`src/verilog/fsp_regs.svh`:
```
// register offsets, field positions, reset values and address constants
// assumes inclusion by fsp_top only; offsets are byte addresses on APB
`ifndef FSP_REGS_SVH
`define FSP_REGS_SVH
`define FSP_OFF_OPTIONS 12'h000
`define FSP_OFF_CONFIG 12'h004
`define FSP_OFF_PROTECT 12'h008
`define FSP_OFF_STATUS 12'h00c
`define FSP_OPT_BACKDOOR 7
`define FSP_OPT_REDIR_DIS 6
`define FSP_CFG_KEY_ACCESS_ENABLE 5
`define FSP_PROT_DIS 0
`define FSP_STAT_VIOL 5
`define FSP_STAT_SECURE 0
`define FSP_SEC_UNSECURED 2'h2
`define FSP_KEY_BASE 16'hffb0
`define FSP_KEY_COUNT 4'h8
`define FSP_RST_BYTE 8'h00
`define FSP_RST_SEC 2'h0
`endif

```
`src/verilog/fsp_pkg.sv`:
```
// types shared by the flash security and protection block
// assumes one bus clock domain for all users of these types
package fsp_pkg;
  // load from the nonvolatile bytes, then normal running
  typedef enum logic [0:0] {FSP_LOAD, FSP_RUN} fsp_state_e;
  // a write on the memory bus, or one forwarded to the command logic
  typedef struct packed {
    logic [15:0] addr;
    logic [7:0] data;
  } fsp_cmd_s;
  // an erase or program request from the command sequencer
  typedef struct packed {
    logic mass;
    logic [15:0] addr;
  } fsp_op_s;
endpackage

```
`src/verilog/fsp_top.sv`:
```
// flash security, option and protection control behind an APB slave
// assumes every input, the nonvolatile bytes included, is on CLOCK
`timescale 1ns/1ns
`include "fsp_regs.svh"
module fsp_top
  import fsp_pkg::*;
(
  input wire logic CLOCK,
  input wire logic RESETN,
  input wire logic PSEL,
  input wire logic PENABLE,
  input wire logic PWRITE,
  input wire logic [11:0] PADDR,
  input wire logic [31:0] PWDATA,
  output logic [31:0] PRDATA,
  output logic PREADY,
  output logic PSLVERR,
  input wire logic DEBUG_ACCESS,
  input wire logic [7:0] OPTION_SOURCE_BYTE,
  input wire logic [7:0] PROTECTION_SOURCE_BYTE,
  input wire logic [63:0] BACKDOOR_KEY_BYTES,
  input wire logic MEM_WR,
  input wire fsp_cmd_s MEM_CMD,
  input wire logic MEM_SECURE_SRC,
  input wire logic MEM_DEBUG,
  output logic CMD_WR,
  output fsp_cmd_s CMD,
  input wire logic OP_REQ,
  input wire fsp_op_s OP,
  output logic OP_GO,
  input wire logic BLANK_OK,
  output logic SECURE,
  output logic BLOCK_UNSECURED_ACCESS,
  output logic VECTOR_REDIRECT_EN
);
  fsp_state_e state;
  logic backdoor_enable;
  logic redirection_disable;
  logic [1:0] security_code;
  logic key_access_enable;
  logic [6:0] protect_select;
  logic protection_disable;
  logic protection_violation_flag;
  logic [3:0] key_cnt;
  logic key_bad;
  logic key_wr_last;
  logic apb_wr;
  logic apb_hit;
  logic [31:0] next_rdata;
  logic key_range;
  logic key_wr;
  logic key_take;
  logic key_close;
  logic key_unlock;
  logic [15:0] prot_end;
  logic op_protected;
  logic [7:0] key_byte;
  logic [7:0] prot_wbyte;

  // zero-wait slave: every access phase completes in its first cycle
  assign PREADY = 1'b1;
  assign apb_wr = PSEL && PENABLE && PWRITE;
  assign apb_hit = (PADDR == `FSP_OFF_OPTIONS) || (PADDR == `FSP_OFF_CONFIG) ||
                   (PADDR == `FSP_OFF_PROTECT) || (PADDR == `FSP_OFF_STATUS);
  assign prot_wbyte = PWDATA[7:0];

  // one cycle of load after release so no port is sampled under reset
  always_ff @(posedge CLOCK or negedge RESETN)
  begin
    if (!RESETN)
      state <= FSP_LOAD;
    else
      state <= FSP_RUN;
  end

  // options image: loaded only in the load cycle, bus writes never reach it
  always_ff @(posedge CLOCK or negedge RESETN)
  begin
    if (!RESETN)
    begin
      backdoor_enable <= 1'b0;
      redirection_disable <= 1'b0;
    end
    else if (state == FSP_LOAD)
    begin
      backdoor_enable <= OPTION_SOURCE_BYTE[`FSP_OPT_BACKDOOR];
      redirection_disable <= OPTION_SOURCE_BYTE[`FSP_OPT_REDIR_DIS];
    end
  end

  // security code: reset image, then only ever moved to the unsecured pattern
  always_ff @(posedge CLOCK or negedge RESETN)
  begin
    if (!RESETN)
      security_code <= `FSP_RST_SEC;
    else if (state == FSP_LOAD)
      security_code <= OPTION_SOURCE_BYTE[1:0];
    else if (key_unlock || BLANK_OK)
      security_code <= `FSP_SEC_UNSECURED;
  end

  // only 1:0 is unsecured; secure state gates outside accesses
  assign SECURE = (security_code != `FSP_SEC_UNSECURED);
  assign BLOCK_UNSECURED_ACCESS = SECURE;
  assign VECTOR_REDIRECT_EN = !redirection_disable;

  // key access enable in the configuration register
  always_ff @(posedge CLOCK or negedge RESETN)
  begin
    if (!RESETN)
      key_access_enable <= 1'b0;
    else if (apb_wr && PADDR == `FSP_OFF_CONFIG)
      key_access_enable <= PWDATA[`FSP_CFG_KEY_ACCESS_ENABLE];
  end

  // key-range writes: while access is set, captured as key from secure non-debug sources, dropped otherwise; else commands
  assign key_range = MEM_CMD.addr[15:3] == 13'(`FSP_KEY_BASE >> 3);
  assign key_wr = MEM_WR && key_range && key_access_enable;
  assign key_take = key_wr && MEM_SECURE_SRC && !MEM_DEBUG;
  assign key_close = apb_wr && PADDR == `FSP_OFF_CONFIG && key_access_enable && !PWDATA[`FSP_CFG_KEY_ACCESS_ENABLE];
  assign key_byte = BACKDOOR_KEY_BYTES[{key_cnt[2:0], 3'h0} +: 8];
  // comparison fires as access falls; refused when backdoor disabled
  assign key_unlock = key_close && backdoor_enable && !key_bad && key_cnt == `FSP_KEY_COUNT;

  // key collector: order, value and spacing all must hold for a match
  always_ff @(posedge CLOCK or negedge RESETN)
  begin
    if (!RESETN)
    begin
      key_cnt <= 4'h0;
      key_bad <= 1'b0;
    end
    else if (!key_access_enable)
    begin
      key_cnt <= 4'h0;
      key_bad <= 1'b0;
    end
    else if (key_take)
    begin
      if (key_cnt == `FSP_KEY_COUNT || MEM_CMD.addr[2:0] != key_cnt[2:0] ||
          MEM_CMD.data != key_byte || key_wr_last)
        key_bad <= 1'b1;
      if (key_cnt != `FSP_KEY_COUNT)
        key_cnt <= key_cnt + 4'h1;
    end
  end

  // adjacent-cycle key writes are a sequence error, so remember the last one
  always_ff @(posedge CLOCK or negedge RESETN)
  begin
    if (!RESETN)
      key_wr_last <= 1'b0;
    else
      key_wr_last <= key_take;
  end

  // forward memory writes to the command logic unless they hit the key range while key access is set
  always_ff @(posedge CLOCK or negedge RESETN)
  begin
    if (!RESETN)
    begin
      CMD_WR <= 1'b0;
      CMD <= '0;
    end
    else
    begin
      CMD_WR <= MEM_WR && !key_wr;
      if (MEM_WR && !key_wr)
        CMD <= MEM_CMD;
    end
  end

  // protection register: reset image, then guarded writes
  always_ff @(posedge CLOCK or negedge RESETN)
  begin
    if (!RESETN)
    begin
      protect_select <= 7'h00;
      protection_disable <= 1'b0;
    end
    else if (state == FSP_LOAD)
    begin
      protect_select <= PROTECTION_SOURCE_BYTE[7:1];
      protection_disable <= PROTECTION_SOURCE_BYTE[`FSP_PROT_DIS];
    end
    else if (apb_wr && PADDR == `FSP_OFF_PROTECT)
    begin
      if (protection_disable || DEBUG_ACCESS)
      begin
        protect_select <= prot_wbyte[7:1];
        protection_disable <= prot_wbyte[`FSP_PROT_DIS];
      end
      else if (prot_wbyte[7:1] < protect_select && !prot_wbyte[`FSP_PROT_DIS])
        protect_select <= prot_wbyte[7:1];
    end
  end

  // unprotected flash ends at the selected 512-byte boundary
  assign prot_end = {protect_select, 9'h1ff};
  assign op_protected = !protection_disable && (OP.mass || OP.addr > prot_end);

  // erase and program gate: a protected request is dropped
  always_ff @(posedge CLOCK or negedge RESETN)
  begin
    if (!RESETN)
      OP_GO <= 1'b0;
    else
      OP_GO <= OP_REQ && !op_protected;
  end

  // violation flag: a new violation wins over a same-cycle write-one clear
  always_ff @(posedge CLOCK or negedge RESETN)
  begin
    if (!RESETN)
      protection_violation_flag <= 1'b0;
    else if (OP_REQ && op_protected)
      protection_violation_flag <= 1'b1;
    else if (apb_wr && PADDR == `FSP_OFF_STATUS && PWDATA[`FSP_STAT_VIOL])
      protection_violation_flag <= 1'b0;
  end

  // read mux; unused bits and upper bytes read zero
  always_comb
  begin
    next_rdata = 32'h0;
    if (PADDR == `FSP_OFF_OPTIONS)
      next_rdata[7:0] = {backdoor_enable, redirection_disable, 4'h0, security_code};
    else if (PADDR == `FSP_OFF_CONFIG)
      next_rdata[`FSP_CFG_KEY_ACCESS_ENABLE] = key_access_enable;
    else if (PADDR == `FSP_OFF_PROTECT)
      next_rdata[7:0] = {protect_select, protection_disable};
    else if (PADDR == `FSP_OFF_STATUS)
    begin
      next_rdata[`FSP_STAT_VIOL] = protection_violation_flag;
      next_rdata[`FSP_STAT_SECURE] = SECURE;
    end
  end

  // read data is caught in the setup cycle so a flip-flop carries it through the access phase;
  // limitation: a flag that moves between setup and access shows its setup-cycle value
  always_ff @(posedge CLOCK or negedge RESETN)
  begin
    if (!RESETN)
      PRDATA <= 32'h0;
    else if (PSEL && !PENABLE && !PWRITE)
      PRDATA <= next_rdata;
    else
      PRDATA <= 32'h0;
  end

  // error flag is a handshake output, decoded straight from the access phase
  assign PSLVERR = PSEL && PENABLE && !apb_hit;

  // checks

  property p_opt_stable;
    @(posedge CLOCK) disable iff (!RESETN)
    state == FSP_RUN |=> $stable(backdoor_enable) && $stable(redirection_disable);
  endproperty
  a_opt_stable: assert property (p_opt_stable) else $error("options changed after load");

  property p_sec_decode;
    @(posedge CLOCK) disable iff (!RESETN)
    state == FSP_LOAD |=> SECURE == ($past(OPTION_SOURCE_BYTE[1:0]) != `FSP_SEC_UNSECURED);
  endproperty
  a_sec_decode: assert property (p_sec_decode) else $error("security decode wrong");

  property p_no_key_when_off;
    @(posedge CLOCK) disable iff (!RESETN)
    state == FSP_RUN && !backdoor_enable && !BLANK_OK && SECURE |=> SECURE;
  endproperty
  a_no_key_when_off: assert property (p_no_key_when_off) else $error("unlocked with backdoor off");

  property p_debug_key;
    @(posedge CLOCK) disable iff (!RESETN)
    MEM_WR && MEM_DEBUG && key_access_enable |=> $stable(key_cnt);
  endproperty
  a_debug_key: assert property (p_debug_key) else $error("debug write reached key");

  property p_unlock;
    @(posedge CLOCK) disable iff (!RESETN)
    state == FSP_RUN && (key_unlock || BLANK_OK) |=> !SECURE [*2];
  endproperty
  a_unlock: assert property (p_unlock) else $error("unlock did not hold");

  property p_cmd_fwd;
    @(posedge CLOCK) disable iff (!RESETN)
    MEM_WR && key_range && !key_access_enable |=> CMD_WR && CMD.addr == $past(MEM_CMD.addr);
  endproperty
  a_cmd_fwd: assert property (p_cmd_fwd) else $error("key range write not forwarded");

  property p_key_capture;
    @(posedge CLOCK) disable iff (!RESETN)
    MEM_WR && key_range && key_access_enable |=> !CMD_WR;
  endproperty
  a_key_capture: assert property (p_key_capture) else $error("key write leaked as command");

  property p_no_shrink;
    @(posedge CLOCK) disable iff (!RESETN)
    state == FSP_RUN && !protection_disable && !DEBUG_ACCESS |=> protect_select <= $past(protect_select);
  endproperty
  a_no_shrink: assert property (p_no_shrink) else $error("protected region shrank");

  property p_protect_gate;
    @(posedge CLOCK) disable iff (!RESETN)
    OP_REQ && !protection_disable && OP.addr > {protect_select, 9'h1ff} |=> !OP_GO && protection_violation_flag;
  endproperty
  a_protect_gate: assert property (p_protect_gate) else $error("protected operation let through");

  property p_viol_set_wins;
    @(posedge CLOCK) disable iff (!RESETN)
    OP_REQ && op_protected |=> protection_violation_flag ##1 1'b1;
  endproperty
  a_viol_set_wins: assert property (p_viol_set_wins) else $error("violation lost");

  property p_redir;
    @(posedge CLOCK) disable iff (!RESETN)
    state == FSP_LOAD |=> VECTOR_REDIRECT_EN == !$past(OPTION_SOURCE_BYTE[`FSP_OPT_REDIR_DIS]);
  endproperty
  a_redir: assert property (p_redir) else $error("redirection decode wrong");

  c_key_unlock: cover property (@(posedge CLOCK) disable iff (!RESETN) key_unlock);
  c_violation: cover property (@(posedge CLOCK) disable iff (!RESETN) OP_REQ && op_protected);
  c_enlarge: cover property (@(posedge CLOCK) disable iff (!RESETN)
    state == FSP_RUN && $changed(protect_select) && !protection_disable);
endmodule

```
`config.mk`:
```
export PLATFORM = sky130hd
export DESIGN_NAME = fsp_top
export DESIGN_NICKNAME = d
export VERILOG_FILES = /design/src/verilog/fsp_pkg.sv /design/src/verilog/fsp_top.sv
export VERILOG_INCLUDE_DIRS = /design/src /design/src/verilog
export SDC_FILE = /design/constraint.sdc
export NUM_CORES = 1
export LEC_CHECK = 0
export ABC_AREA = 1
export BUFFER_PORTS_ARGS = -buffer_cell sky130_fd_sc_hd__buf_4
export CAP_MARGIN = 5
export CORE_MARGIN = 3
export CORE_UTILIZATION = 44
export DETAILED_ROUTE_END_ITERATION = 6
export PLACE_DENSITY = 0.82
export SYNTH_ARGS = -nofsm -noshare
export SYNTH_HDL_FRONTEND = slang
export SYNTH_SLANG_ARGS = --single-unit
```
`constraint.sdc`:
```
create_clock -name CLOCK -period 2.1 [get_ports CLOCK]
set_input_delay 0.21 -clock CLOCK [delete_from_list [all_inputs] [get_ports CLOCK]]
set_output_delay 0.21 -clock CLOCK [all_outputs]
set_load 0.05 [all_outputs]
```
==> metrics.md, run 1 <==
| Metric | Value |
|---|---|
| Synthesized area per cell | `about 7.1 um2` |
| Reg power frac | `0.418` |
| RR Startpoint | `protect_select[2]` |
| DR vias | `between 4000 and 5000` |
| Largest stage delay, worst path | `0.39 ns` |
| Worst skew pair latency | `around 0.30 ns` |
| Outcome | `completed` |
| H-tree Lvls | `2` |
| Max-cap violations | `0` |
| Global-route wire length before repair | `approximately 18000 um` |
| Crit. Startpoint | `protect_select[2]` |
| Synth Cell Area | `just under 4000 um2` |
| Yosys warns | `0` |
| Area Growth Syn to Fin | `37.8%` |
| Final setup viols | `0` |
| CP endpoint kind | `register` |
| Sw Share | `0.339` |
| RSZ-0062 raised after global routing | `no` |
| Crit start category | `register` |
| Drt first pass iters | `4` |
| Arrival time worst endpoint | `around 2.1 ns` |
| Kind of critical path | `register to register` |
| Total CTS buffers | `5` |
| Fin. max-slew vios | `0` |
| Cell area power density | `about 520 nW/um2` |
| #FFs+latches synth | `55` |
| P_leak | `between 0.003 and 0.004 uW` |
| Post-CTS Setup Repair Bufs | `0` |
| Final worst-path cycle share | `0.904` |
| CP bufs+invs | `1` |
| Clock network fraction of design power | `0.239` |
| Max_slew headroom | `0.538` |
| Core Util, Final | `0.639` |
| Maximum VDD drop | `0.313 mV` |
| DRC violations left | `0` |
| # rows | `33` |
| Vert. Die Dim | `100 um` |
| Share of layout cells above drive strength 1 | `0.306` |
| Hold Startpoint | `MEM_DEBUG` |
| Core ar. | `about 8400 um2` |
| Top Ports | `around 240` |
| CTS tree | `built` |
| Largest net degree at the start of global routing | `56` |
| Chip width | `between 100 and 150 um` |
| Nets | `roughly 920` |
| Area of the multi-input gates | `between 2000 and 2500 um2` |
| Clock buffer depth | `2` |
| DRT antenna net count | `0` |
| Worst Hold Class | `input port to register` |
| Register Area | `roughly 1400 um2` |
| Starting Density | `0.464` |
| Yosys cell types | `slightly above 40` |
| Clock transition at the registers of the reported paths | `~0.09 ns` |
| Routed WL | `between 10000 and 15000 um` |
| Worst Skew | `roughly 0.004 ns` |
| Final min period | `1.90 ns` |
| Peak Freq | `between 0.5 and 0.6 GHz` |
| Clk sinks | `55` |
| Final Hold Viols | `0` |
| DRT iter0 DRCs | `141` |
| Clk root buf | `clkbuf_8` |
| RD Place Congestion | `0.898` |
| Vias in the first global route | `around 4000` |
| DR vias/cell | `about 4.9` |
| Post-synthesis cell count | `approximately 550` |
| Switch Pwr | `951 uW` |
| WL/cell | `13.5 um` |
| N_diodes | `0` |
| Combinational Power Share | `0.342` |
| GR Util All Layers | `0.213` |
| DP HPWL | `about 9000 um` |
| CP delay by family, top | `compound AO/OA/AOI/OAI gates` |
| Remaining Overflow, GRT | `0` |
| Worst path cell trace | `inv_1 > ha_1 > a21oi_1 > o21ai_0 > nand4_1 > o211ai_1 > o21bai_1 > nand2_2 > nand2_1 > o21ai_2` |
| IO buf count | `185` |
| Setup TNS | `0 ns` |
| Total Die Area | `roughly 10000 um2` |
| Seq/Total Area, Yosys | `0.352` |
| P_int | `approximately 1900 uW` |
| CP Max Fanout | `14` |
| Critical-path top delay cell | `dfrtp_1` |
| Fill count | `about 710` |
| Measured slew at the worst slew-check pin | `between 0.6 and 0.7 ns` |
| Initial antenna violation count | `0` |
| Crit path required time | `about 2.3 ns` |
-- flip-flops by register name (all words and copies together), names as in the netlist, 2 cells and up --
name            cells
CMD                24
security_code       2
PRDATA              8
protect_select      7
key_cnt             4
-- cells in the final DEF (no fill, tap or decap), drive strengths merged --
master,instances
dfrtp,55
o211ai,4
nand2,148
nor4,2
xor2,2
nor3,5
conb,26
ha,15
mux2i,7
o221ai,1
o31ai,1
or2,1
o2111ai,2
bufinv,1
clkbuf,6
a21oi,12
buf,193
o22ai,1
nand3b,1
nor2,54
o21bai,2
mux2,1
nand4,13
inv,76
a31oi,2
dlygate4sd3,1
a21boi,1
o21ai,49
nand3,46
-- synth_stat cells (all sizes together) --
cell	instances	area share
a21boi	1	0.0019
a21oi	12	0.016
a31oi	2	0.0032
buf	44	0.081
clkbuf	1	0.00096
conb	2	0.0019
dfrtp	55	0.35
ha	15	0.048
inv	76	0.073
mux2	1	0.0029
mux2i	7	0.018
nand2	148	0.14
nand3	46	0.066
nand3b	1	0.0019
nand4	13	0.021
nor2	54	0.057
nor3	5	0.0093
nor4	2	0.0032
o2111ai	2	0.0045
o211ai	4	0.0090
o21ai	49	0.070
o21bai	2	0.0038
o221ai	1	0.0022
o22ai	1	0.0016
o31ai	1	0.0019
or2	1	0.0016
xor2	2	0.0045
-- area by class of cell --
type | instances | share of cell area
Timing Repair Buffer | 194 | 0.273
Tap cell | 105 | 0.0244
Inverter | 76 | 0.0530
Clock buffer | 6 | 0.0135
Multi-Input combinational cell | 396 | 0.374
Clock inverter | 1 | 0.00558
Sequential cell | 55 | 0.256
-- power groups by stage --
| stage | clock, uW | sequential (uW) | combinational, uW |
|---|---|---|---|
| global placement | 0 | 1190 | 938 |
| detailed placement | 0 | 1190 | 959 |
| global route | 732 | 1180 | 1040 |
| floorplan | 0 | 1340 | 442 |
| CTS | 696 | 1170 | 963 |
| finish | 671 | 1170 | 961 |
-- cell families (layout without fill, tap and decap cells) --
family,Yosys count,in the layout,share of synthesized area
and+or+nand+nor,270,270,0.303
AOI/OAI and AO/OA,75,75,0.115
other,2,26,0.00192
adders and majority gates,15,15,0.0480
DFF,55,55,0.352
buffers and inverters,121,277,0.155
muxes,8,8,0.0208
xor gates and xnor gates,2,2,0.00449
-- per-stage QoR --
stage | instance area, um2 | hold slack [ns] | std cells | setup slack, ns | power (uW)
floorplan | 4000 | -0.0856 | 572 | 0.463 | 1790
global placement | 5270 | 0.292 | 825 | 0.288 | 2130
detailed placement | 5270 | 0.302 | 825 | 0.235 | 2150
CTS | 5380 | 0.0704 | 833 | 0.214 | 2830
global route | 5380 | 0.0676 | 833 | 0.110 | 2950
finish | 5380 | 0.0794 | 833 | 0.202 | 2810
-- worst paths after layout --
| path | endpoint | slack [ns] | cells after the start |
|---|---|---|---|
| worst min-delay path | key_wr_last | 0.08 | 2 |
| worst max-delay path | protect_select[0] | 0.20 | 10 |
| worst max register to register | protect_select[0] | 0.20 | 10 |
| min in group asynchronous | CMD[20] | 0.50 | 2 |
| max in group asynchronous | CMD[16] | 1.15 | 2 |
| worst min register to register | CMD[20] | 0.49 | 2 |
-- per-layer routing --
metal  up-vias  global-route usage  share of wire
met5         -                   0              0
met4         0              0.0518          0.013
met3        14              0.0375          0.087
met2       165               0.389           0.50
met1      1799               0.259           0.40
li1       2065                   -              -
-- worst reg2reg max path, stage by stage (launching register included) --
cell	delay, ns
dfrtp_1	0.39
inv_1	0.10
ha_1	0.26
a21oi_1	0.15
o21ai_0	0.12
nand4_1	0.10
o211ai_1	0.09
o21bai_1	0.16
nand2_2	0.22
nand2_1	0.14
o21ai_2	0.06
-- repair_timing --
item	in CTS	in global routing
hold buffers	1	0
endpoints found under the hold margin	55	0
endpoints found under the setup margin	0	0
resized for setup	0	0
Note: power is estimated with default switching activity, not from simulation.
==> inputs of run 2 (changes only) <==
==> constraint.sdc (replaced) <==
create_clock -name CLOCK -period 2.1 [get_ports CLOCK]
set_input_delay 0.105 -clock CLOCK [delete_from_list [all_inputs] [get_ports CLOCK]]
set_output_delay 0.105 -clock CLOCK [all_outputs]
set_load 0.05 [all_outputs]
==> run 2 against run 1 <==
Sequential cell count unchanged. Setup slack better by 0.094 ns. Maximum frequency up 5.2%. Non-clock buffer count up 5. Power down 3.4%. Clock skew up 0.0083 ns. Sequential power about the same. Wire length up 2.2%. Via count up 1.7%. Final cell count up 0.72%.
==> metrics.md, run 2 (synthesized netlist as in run 1, its figures left out) <==
| Metric | Value |
|---|---|
| RSZ-0062 raised after global routing | `no (unchanged)` |
| Fill count | `747 (was 709)` |
| DRT antenna net count | `0 (unchanged)` |
| Worst path cell trace | `inv_1 > ha_1 > a21oi_1 > o21ai_0 > nand4_1 > o211ai_1 > o21bai_1 > nand2_2 > nand2_1 > o21ai_2 (unchanged)` |
| Final min period | `1.80 ns (was 1.90 ns)` |
| Reg2Reg Setup Slack | `0.30 ns (was 0.20 ns)` |
| Vert. Die Dim | `100 um (unchanged)` |
| Worst skew pair latency | `0.31 ns (was 0.30 ns)` |
| Met3 Use GR | `0.0327 (was 0.0375)` |
| Largest registers | `CMD: 24 flops, PRDATA: 8 flops, protect_select: 7 flops (unchanged)` |
| Arrival time worst endpoint | `2.01 ns (was 2.09 ns)` |
| Clock buffer depth | `2 (unchanged)` |
| Max reg flops | `24 (unchanged)` |
| CP endpoint kind | `register (unchanged)` |
| Initial antenna violation count | `0 (unchanged)` |
| Total CTS buffers | `5 (unchanged)` |
| Drt first pass iters | `5 (was 4)` |
| Clk root buf | `clkbuf_8 (unchanged)` |
| Most common cell after layout, fill and taps aside | `buf_4 (unchanged)` |
| Post-CTS resize count | `0 (unchanged)` |
| N_diodes | `0 (unchanged)` |
| Maximum VDD drop | `0.272 mV (was 0.313 mV)` |
| DR vias | `4111 (was 4043)` |
| Most frequent cells in the layout | `194 x buf_4, 147 x nand2_1, 73 x inv_1, 55 x dfrtp_1, 50 x nor2_1 (was 192 x buf_4, 147 x nand2_1, 73 x inv_1, 55 x dfrtp_1, 50 x nor2_1)` |
| Global-route wire length before repair | `18100 um (was 17500 um)` |
| Max-cap violations | `0 (unchanged)` |
| WL/cell | `13.7 um (was 13.5 um)` |
| Final worst-path cycle share | `0.859 (was 0.904)` |
| Post-route cell area | `5400 um2 (was 5380 um2)` |
| Clk sinks | `55 (unchanged)` |
| Total Die Area | `10000 um2 (unchanged)` |
| Remaining Overflow, GRT | `0 (unchanged)` |
| Starting Density | `0.464 (unchanged)` |
| Core ar. | `8420 um2 (unchanged)` |
| Outcome | `completed (unchanged)` |
| Nets | `924 (was 919)` |
| Total power | `2710 uW (was 2810 uW)` |
| Top Ports | `239 (unchanged)` |
| Measured slew at the worst slew-check pin | `0.678 ns (was 0.692 ns)` |
| Crit start category | `register (unchanged)` |
| Chip width | `100 um (unchanged)` |
| GR Util All Layers | `0.218 (was 0.213)` |
| Peak Freq | `0.554 GHz (was 0.527 GHz)` |
| Crit path required time | `2.30 ns (was 2.29 ns)` |
| DRT iter0 DRCs | `134 (was 141)` |
| Largest Register | `CMD (unchanged)` |
| Routed WL | `11500 um (was 11200 um)` |
| Cell area power density | `502 nW/um2 (was 521 nW/um2)` |
| Critical-path top delay cell | `dfrtp_1 (unchanged)` |
| Area Growth Syn to Fin | `38.2% (was 37.8%)` |
| CP Max Fanout | `14 (unchanged)` |
| Kind of critical path | `register to register (unchanged)` |
| Max_slew headroom | `0.548 (was 0.538)` |
| H-tree Lvls | `2 (unchanged)` |
| GRT met2 Usage | `0.396 (was 0.389)` |
| Worst Skew | `0.0124 ns (was 0.00410 ns)` |
| WHS | `0.00422 ns (was 0.0794 ns)` |
| IO buf count | `185 (unchanged)` |
| Post-CTS Setup Repair Bufs | `0 (unchanged)` |
| Final non-filler cell total | `839 (was 833)` |
| Final setup viols | `0 (unchanged)` |
| Setup TNS | `0 ns (unchanged)` |
| Worst Hold Class | `input port to register (unchanged)` |
| # rows | `33 (unchanged)` |
| CTS tree | `built (unchanged)` |
| RD Place Congestion | `0.917 (was 0.898)` |
| Largest stage delay, worst path | `0.39 ns (about the same)` |
| Met1 Usage GRT | `0.271 (was 0.259)` |
| DP HPWL | `9220 um (was 9050 um)` |
| Share of layout cells above drive strength 1 | `0.307 (was 0.306)` |
| Placed inst area | `5270 um2 (about the same)` |
| DR vias/cell | `4.90 (was 4.85)` |
| DRC violations left | `0 (unchanged)` |
| Gr busiest metal | `met2 (unchanged)` |
| Placed cells | `826 (was 825)` |
| Final Hold Viols | `0 (unchanged)` |
| Largest net degree at the start of global routing | `56 (unchanged)` |
| Fin. max-slew vios | `0 (unchanged)` |
| Vias in the first global route | `4005 (was 3970)` |
| P_leak | `0.00303 uW (was 0.00302 uW)` |
| Clock transition at the registers of the reported paths | `0.09 ns (about the same)` |
## run 2: changes by cell type in the layout (fill, tap and decap cells not counted), sizes merged
cell	before	now
dlygate4sd3	1	5
clkinv	0	1
buf	193	194
bufinv	1	0
clkinvlp	0	1
## run 2: power by group
| group | total [uW] | switching [uW] | internal (uW) |
|---|---|---|---|
| registers | 1180 | 43.7 | 1130 |
| clock network | 571 | 337 | 234 |
| logic | 965 | 589 | 376 |
| total | 2710 | 970 | 1740 |
## run 2: cell type report
| cell class | instances | area [um2] | area share |
|---|---|---|---|
| clock buffers | 6 | 72.6 | 0.0134 |
| clock inverters | 2 | 12.5 | 0.00232 |
| inverters | 76 | 285 | 0.0528 |
| multi-input cells | 396 | 2020 | 0.373 |
| flip-flops and latches | 55 | 1380 | 0.255 |
| well taps | 105 | 131 | 0.0243 |
| repair buffers | 199 | 1510 | 0.279 |
## run 2: critical path, delay by kind of cell, from the launching register on
kind / cells / cell delay, ns
AO/OA/AOI/OAI: 5 / 0.53
AND/OR/NAND/NOR: 3 / 0.42
flip-flops: 1 / 0.39
adder cells (fa/ha/maj): 1 / 0.25
buffers and inverters: 1 / 0.10
## run 2: routing by layer
metal | wire [um] | share of wire
met1 | 4610 | 0.40
met2 | 5750 | 0.50
met3 | 917 | 0.080
met4 | 183 | 0.016
met5 | 0 | 0
## run 2: worst paths after layout
check                             startpoint           endpoint  depth (start not counted)
setup / recovery           protect_select[2]  protect_select[0]                         10
hold / removal                   MEM_CMD[12]            CMD[12]                          3
setup reg to reg           protect_select[2]  protect_select[0]                         10
hold reg to reg                       CMD[9]             CMD[9]                          2
max in group asynchronous             RESETN        key_wr_last                          2
min in group asynchronous             RESETN            CMD[22]                          2
## run 2: what timing repair did
| item | 4_1_cts | 5_1_grt |
|---|---|---|
| endpoints found under the hold margin | 59 | 0 |
| hold buffers | 5 | 0 |
| endpoints found under the setup margin | 0 | 0 |
## run 2: stage by stage
stage | util | worst slack, ns
5_1_grt | 0.641 | 0.0618
2_1_floorplan | - | 0.463
3_3_place_gp | 0.625 | 0.297
4_1_cts | 0.641 | 0.286
6_report | 0.641 | 0.296
3_5_place_dp | 0.625 | 0.300
